==> src/common/lstr_pkg.sv <==
`default_nettype none
package lstr_pkg;
  // register byte offsets on the serial-bus register page
  localparam logic [7:0] BIAS_SETPOINT_ZERO_OFS = 8'h03;
  localparam logic [7:0] BIAS_SETPOINT_ONE_OFS = 8'h04;
  localparam logic [7:0] BIAS_SETPOINT_TWO_OFS = 8'h05;
  localparam logic [7:0] MODULATION_SETPOINT_OFS = 8'h06;
  localparam logic [7:0] BIAS_CURRENT_FAULT_LIMIT_OFS = 8'h07;
  localparam logic [7:0] TX_POWER_FAULT_LIMIT_OFS = 8'h08;
  localparam logic [7:0] RX_SIGNAL_LOSS_LIMIT_OFS = 8'h09;
  localparam logic [7:0] BIAS_DRIVE_REPORT_OFS = 8'h60;
  // reset and power-up contents, and the code range limits
  localparam logic [7:0] SETPOINT_DEFAULT = 8'h00;
  localparam logic [7:0] READ_IDLE = 8'h00;
  localparam logic [7:0] CODE_MAX = 8'hff;
  localparam logic [7:0] CODE_MIN = 8'h00;
  // setpoint select encodings
  localparam logic [1:0] SEL_ZERO = 2'h0;
  localparam logic [1:0] SEL_ONE = 2'h1;
  localparam logic [1:0] SEL_TWO = 2'h2;
endpackage
`default_nettype wire

==> src/lstr_regs.sv <==
// Summary of operation
// RL1: closed loop on: drive code is selected setpoint plus signed bias lookup.
// RL2: closed loop off: drive code is selected setpoint, lookup ignored.
// RL3: applied bias drive code is readable in the bias report register.
// RL4: select 01 uses setpoint one, select 10 uses setpoint two.
// RL5: select 00 uses setpoint zero.
// RL6: polarity bits decide whether the drive code is inverted.
// RL7: closed loop on: modulation code is setpoint plus modulation lookup.
// RL8: bias current above its limit raises the bias fault.
// RL9: transmit power above its limit raises the transmit fault.
// RL10: received power below its limit raises the loss-of-signal fault.
// RL11: registers are read or written only with a valid password.
// RL12: register contents are non-volatile and survive reset.
// RL13: each register is eight bits, read/write, default zero; the bias report register is read-only and ignores writes.
// RL14: sums outside the eight-bit range clamp to the nearest end.
// RL15: thresholds compare unsigned against measurements of the same scale.
`timescale 1ns/10ps
`default_nettype none
module lstr_regs (
  input wire logic clk,
  input wire logic rstn,
  input wire logic [7:0] reg_addr,
  input wire logic reg_wr,
  input wire logic reg_rd,
  input wire logic [7:0] reg_wdata,
  output logic [7:0] reg_rdata,
  input wire logic password_ok,
  input wire logic closed_loop_on_bit,
  input wire logic [1:0] setpoint_select_field,
  input wire logic bias_code_polarity_bits,
  input wire logic signed [7:0] bias_lookup_value,
  input wire logic signed [7:0] modulation_lookup_table,
  input wire logic [7:0] meas_bias_current,
  input wire logic [7:0] meas_tx_power,
  input wire logic [7:0] meas_rx_power,
  output logic [7:0] bias_drive_code,
  output logic [7:0] modulation_drive,
  output logic bias_current_fault,
  output logic tx_power_fault,
  output logic rx_signal_loss_fault
);

  // unsigned code plus signed offset, clamped to the code range
  function automatic logic [7:0] sat_add(input logic [7:0] base, input logic signed [7:0] ofs);
    logic signed [9:0] sum;
    sum = $signed({2'b00, base}) + 10'(ofs);
    if (sum > $signed({2'b00, lstr_pkg::CODE_MAX}))
      sat_add = lstr_pkg::CODE_MAX; // RL14
    else if (sum < 10'sd0)
      sat_add = lstr_pkg::CODE_MIN; // RL14
    else
      sat_add = sum[7:0];
  endfunction

  // non-volatile contents: not touched by rstn, power-up value zero
  logic [7:0] bias_setpoint_zero_reg = lstr_pkg::SETPOINT_DEFAULT; // RL12
  logic [7:0] bias_setpoint_one_reg = lstr_pkg::SETPOINT_DEFAULT; // RL13
  logic [7:0] bias_setpoint_two_reg = lstr_pkg::SETPOINT_DEFAULT;
  logic [7:0] modulation_setpoint_reg = lstr_pkg::SETPOINT_DEFAULT;
  logic [7:0] bias_current_fault_limit_reg = lstr_pkg::SETPOINT_DEFAULT;
  logic [7:0] tx_power_fault_limit_reg = lstr_pkg::SETPOINT_DEFAULT;
  logic [7:0] rx_signal_loss_limit_reg = lstr_pkg::SETPOINT_DEFAULT;

  logic [7:0] bias_raw_reg;
  logic [7:0] bias_raw_next;
  logic [7:0] selected_setpoint;
  logic [7:0] modulation_next;
  logic wr_ok;

  assign wr_ok = reg_wr && password_ok; // RL11

  // register writes, guarded by the password
  always_ff @(posedge clk)
  begin
    if (wr_ok)
    begin
      unique case (reg_addr)
        lstr_pkg::BIAS_SETPOINT_ZERO_OFS: bias_setpoint_zero_reg <= reg_wdata; // RL13
        lstr_pkg::BIAS_SETPOINT_ONE_OFS: bias_setpoint_one_reg <= reg_wdata;
        lstr_pkg::BIAS_SETPOINT_TWO_OFS: bias_setpoint_two_reg <= reg_wdata;
        lstr_pkg::MODULATION_SETPOINT_OFS: modulation_setpoint_reg <= reg_wdata;
        lstr_pkg::BIAS_CURRENT_FAULT_LIMIT_OFS: bias_current_fault_limit_reg <= reg_wdata;
        lstr_pkg::TX_POWER_FAULT_LIMIT_OFS: tx_power_fault_limit_reg <= reg_wdata;
        lstr_pkg::RX_SIGNAL_LOSS_LIMIT_OFS: rx_signal_loss_limit_reg <= reg_wdata;
        default:
        begin
        end
      endcase
    end
  end

  // read port: zero without password or at unmapped offsets
  always_ff @(posedge clk)
  begin
    if (!rstn)
      reg_rdata <= lstr_pkg::READ_IDLE;
    else if (reg_rd)
    begin
      if (!password_ok)
        reg_rdata <= lstr_pkg::READ_IDLE; // RL11
      else
      begin
        unique case (reg_addr)
          lstr_pkg::BIAS_SETPOINT_ZERO_OFS: reg_rdata <= bias_setpoint_zero_reg;
          lstr_pkg::BIAS_SETPOINT_ONE_OFS: reg_rdata <= bias_setpoint_one_reg;
          lstr_pkg::BIAS_SETPOINT_TWO_OFS: reg_rdata <= bias_setpoint_two_reg;
          lstr_pkg::MODULATION_SETPOINT_OFS: reg_rdata <= modulation_setpoint_reg;
          lstr_pkg::BIAS_CURRENT_FAULT_LIMIT_OFS: reg_rdata <= bias_current_fault_limit_reg;
          lstr_pkg::TX_POWER_FAULT_LIMIT_OFS: reg_rdata <= tx_power_fault_limit_reg;
          lstr_pkg::RX_SIGNAL_LOSS_LIMIT_OFS: reg_rdata <= rx_signal_loss_limit_reg;
          lstr_pkg::BIAS_DRIVE_REPORT_OFS: reg_rdata <= bias_drive_code; // RL3
          default: reg_rdata <= lstr_pkg::READ_IDLE;
        endcase
      end
    end
  end

  // setpoint selection; code 11 falls back to setpoint zero
  always_comb
  begin
    unique case (setpoint_select_field)
      lstr_pkg::SEL_ONE: selected_setpoint = bias_setpoint_one_reg; // RL4
      lstr_pkg::SEL_TWO: selected_setpoint = bias_setpoint_two_reg; // RL4
      default: selected_setpoint = bias_setpoint_zero_reg; // RL5
    endcase
  end

  // closed loop adds the lookups, open loop passes setpoints through
  always_comb
  begin
    if (closed_loop_on_bit)
    begin
      bias_raw_next = sat_add(selected_setpoint, bias_lookup_value); // RL1
      modulation_next = sat_add(modulation_setpoint_reg, modulation_lookup_table); // RL7
    end
    else
    begin
      bias_raw_next = selected_setpoint; // RL2
      modulation_next = modulation_setpoint_reg;
    end
  end

  // converter codes, bias code inverted when polarity asks for it
  always_ff @(posedge clk)
  begin
    if (!rstn)
    begin
      bias_raw_reg <= lstr_pkg::CODE_MIN;
      bias_drive_code <= lstr_pkg::CODE_MIN;
      modulation_drive <= lstr_pkg::CODE_MIN;
    end
    else
    begin
      bias_raw_reg <= bias_raw_next;
      bias_drive_code <= bias_code_polarity_bits ? ~bias_raw_next : bias_raw_next; // RL6
      modulation_drive <= modulation_next;
    end
  end

  // unsigned threshold comparisons
  always_ff @(posedge clk)
  begin
    if (!rstn)
    begin
      bias_current_fault <= 1'b0;
      tx_power_fault <= 1'b0;
      rx_signal_loss_fault <= 1'b0;
    end
    else
    begin
      bias_current_fault <= meas_bias_current > bias_current_fault_limit_reg; // RL8 RL15
      tx_power_fault <= meas_tx_power > tx_power_fault_limit_reg; // RL9
      rx_signal_loss_fault <= meas_rx_power < rx_signal_loss_limit_reg; // RL10
    end
  end
endmodule
`default_nettype wire

==> config.mk <==
export PLATFORM = sky130hd
export DESIGN_NAME = lstr_regs
export DESIGN_NICKNAME = d
export VERILOG_FILES = /design/src/common/lstr_pkg.sv /design/src/lstr_regs.sv
export SDC_FILE = /design/constraint.sdc
export NUM_CORES = 1
export LEC_CHECK = 0
export ABC_AREA = 1
export BUFFER_PORTS_ARGS = -buffer_cell sky130_fd_sc_hd__buf_2
export CAP_MARGIN = 15
export CORE_MARGIN = 3
export CORE_UTILIZATION = 57
export DETAILED_ROUTE_END_ITERATION = 10
export GPL_ROUTABILITY_DRIVEN = 0
export PLACE_DENSITY = 0.77
export SYNTH_ARGS = -nofsm -noshare
export SYNTH_HDL_FRONTEND = slang
export SYNTH_SLANG_ARGS = --single-unit
==> constraint.sdc <==
create_clock -name clk -period 4.1 [get_ports clk]
set_input_delay 0.82 -clock clk [delete_from_list [all_inputs] [get_ports clk]]
set_output_delay 0.82 -clock clk [all_outputs]
set_load 0.05 [all_outputs]
==> metrics <==
Yosys cell types=40; Layout fillers=741; Die Width=101.3 µm; Mapped Cells=617; first-pass GRT wire length=20.57 mm; placed cell count=809; DRT iter0 DRCs=471; drt drc=0; vias in the first global route=4253; ANT nets after route=0; Site Rows=34; fin. max-slew vios=0; clock sink count=83; final WL=13.36 mm; Setup TNS Final=0 ns; FFs w/ async S/R, synth=0%; PwrDens=320.9 nW/µm²; #FFs+latches synth=83; multi-input logic area=2527 µm²; Critical R2R Capture=bias_drive_code[0]; Worst Setup End Kind=register; aggregate global routing overflow=0; Mapped Nets=728; hold crit path type=reg -> reg; Tmin final=3.333 ns; Synth top area share=32.50%; CTS Buf Count=9; status=completed; DR WL/cell=16.19 µm; via count=4734; final setup violating endpoints=0; number of synthesized flops with an enable pin=56; largest net degree at the start of global routing=28; Critical Setup Path Class=in -> reg; via/cell ratio=5.738; top post-synthesis cells by area=edfxtp_1 33%, ha_1 11%, dfxtp_1 10%; Worst Hold Launch=reg_rdata[6]; Max-Cap Viols=0; Fin Clk Skew=0.01228 ns; root buffer cell=clkbuf_8; endpoint of the worst hold path=reg_rdata[6]; Worst Path Max Fanout=9; number of top-level pins=92; Crit-path slowest cell=ha_1; Setup Fix Bufs, Post-CTS=0; Max Freq=300.1 MHz; Critical Path Start Type=primary input; maximum vdd drop=0.1805 mV; Post-CTS Hold Buffers=0; GRT Util Overall=26.09%; CTS tree=done; RSZ-0062 raised after global routing=false; Clk Latency, worst-skew pair=0.36 ns; Tot Pwr=1.904 mW; register area=2222 µm²; post-CTS sizing=0; Non-Filler Instances=825; worst slew pin tran=0.6247 ns; Ys Warns=0; post-route cell area=5934 µm²; sequential element share of the synthesized area=42.95%; 1st-pass router iterations=6; initial antenna violation count=0; Placed Area=5741 µm²; die area=10260 µm²; maximum clock insertion buffer count=2; Core ar.=8763 µm²; Clock transition at path regs=0.10 ns; Initial Util=59.04%; post-synth top area cell=edfxtp_1; CP cell instances=buf_2 -> inv_1 -> ha_1 -> inv_1 -> o21ai_0 -> inv_1 -> ha_1 -> fa_1 -> nand3_1 -> nand2_1 -> a21oi_1 -> nor2_2 -> nor2_8 -> nand2_2 -> a21oi_1 -> nor2_1; port bufs=91; hold path cells=2; die height=101.3 µm; layout cells sized above 1=20.92%; Period Utilization, post-route=81.29%; Post-layout nets=823; worst r2r src=bias_setpoint_one_reg[0]; Area Growth Syn to Fin=14.70%; CP arrival=3.58 ns; R2R setup slack=1.32 ns; R2R cell count=13; Final Hold Viols=0; Top FF cell, synth=edfxtp_1; synthesized area=5174 µm²; DP Wirelength=10.60 mm; CTS H-tree lvls=3; crit-path max cell delay=0.43 ns; Lkg Pwr=2.883 nW; most used cell, CP=inv_1; Worst Path Required=4.35 ns; ant diodes=0; Avg Cell Area, Syn=8.385 µm²; normalized max-slew margin=58.20%
[layout by cell type, fill, tap and decap left out, types with 3 or more instances in the layout]
cell type,n
ha_1,44
nand2_2,15
edfxtp_1,56
nand3_1,80
nand4_1,14
nor3_1,3
buf_4,6
nand2_1,134
o21ai_0,18
xor2_1,5
a221o_1,8
nor4_1,6
nor2_1,26
inv_1,92
dfxtp_1,27
or2_2,4
buf_2,91
a21oi_1,42
nor3_2,4
nor2_2,3
clkbuf_8,9
[cell type report]
class                           count  share of cell area, %
Multi-Input combinational cell    427                  42.59
Sequential cell                    83                  37.44
Timing Repair Buffer               97                  8.433
Inverter                           94                  5.988
Clock buffer                       10                  2.509
Tap cell                          108                  2.277
Clock inverter                      6                 0.7590
[Yosys cell counts (4+ instances only)]
cell,number
nand3_1,80
clkbuf_1,6
nand2_1,134
nor2_1,26
ha_1,44
nand4_1,14
nor3_2,4
inv_1,92
o21ai_0,18
a221o_1,8
edfxtp_1,56
a21oi_1,42
dfxtp_1,27
xor2_1,5
or2_2,4
nor4_1,6
nand2_2,15
[kinds of logic after synthesis]
logic type,count (synthesis),synth area share [%]
AOI/OAI and AO/OA,78,8.900
and+or+nand+nor,296,27.35
buffers and inverters,107,8.198
DFF,83,42.95
adders and majority gates,46,11.41
xor gates and xnor gates,7,1.185
[worst max-delay path, delay by kind of cell]
kind,cells,cell delay [ns]
fa+ha+maj,3,1.06
simple gates,6,0.68
buf+inv,4,0.37
compound gates,3,0.66
[worst max path at each step]
stage                        startpoint            endpoint  slack, ns  cells after the start
2_1_floorplan  setpoint_select_field[0]  bias_drive_code[0]       0.85                     16
3_5_place_dp   setpoint_select_field[0]  bias_drive_code[0]       0.47                     16
4_1_cts        setpoint_select_field[0]  bias_drive_code[0]       0.82                     16
3_3_place_gp   setpoint_select_field[0]  bias_drive_code[4]       0.59                     18
5_1_grt        setpoint_select_field[0]  bias_drive_code[7]       0.54                     16
6_report       setpoint_select_field[0]  bias_drive_code[0]       0.77                     16
[metrics by stage]
stage / utilization [%] / worst slack, ns / hold slack (ns)
finish: 67.72 / 0.7672 / 0.4727
global route: 67.72 / 0.5419 / 0.4862
detailed placement: 65.51 / 0.4675 / 0.4621
floorplan: - / 0.8518 / 0.5513
global placement: 65.51 / 0.5899 / 0.4550
CTS: 67.72 / 0.8244 / 0.4751
[power breakdown]
part | switching [mW] | total (mW) | internal, mW
combinational | 0.270 | 0.403 | 0.132
clock | 0.319 | 0.581 | 0.262
sequential | 0.0125 | 0.921 | 0.908
total | 0.602 | 1.90 | 1.30
[layer usage]
metal	global-route usage (%)	up-vias	wire length, µm	part of all wire [%]
met2	42.51	266	6301	47
li1	-	2282	-	-
met1	35.43	2150	5268	39
met4	9.100	0	312	2.3
met3	4.270	36	1475	11
met5	0	-	0	0
No activity file was read; power rests on OpenSTA's default activity.
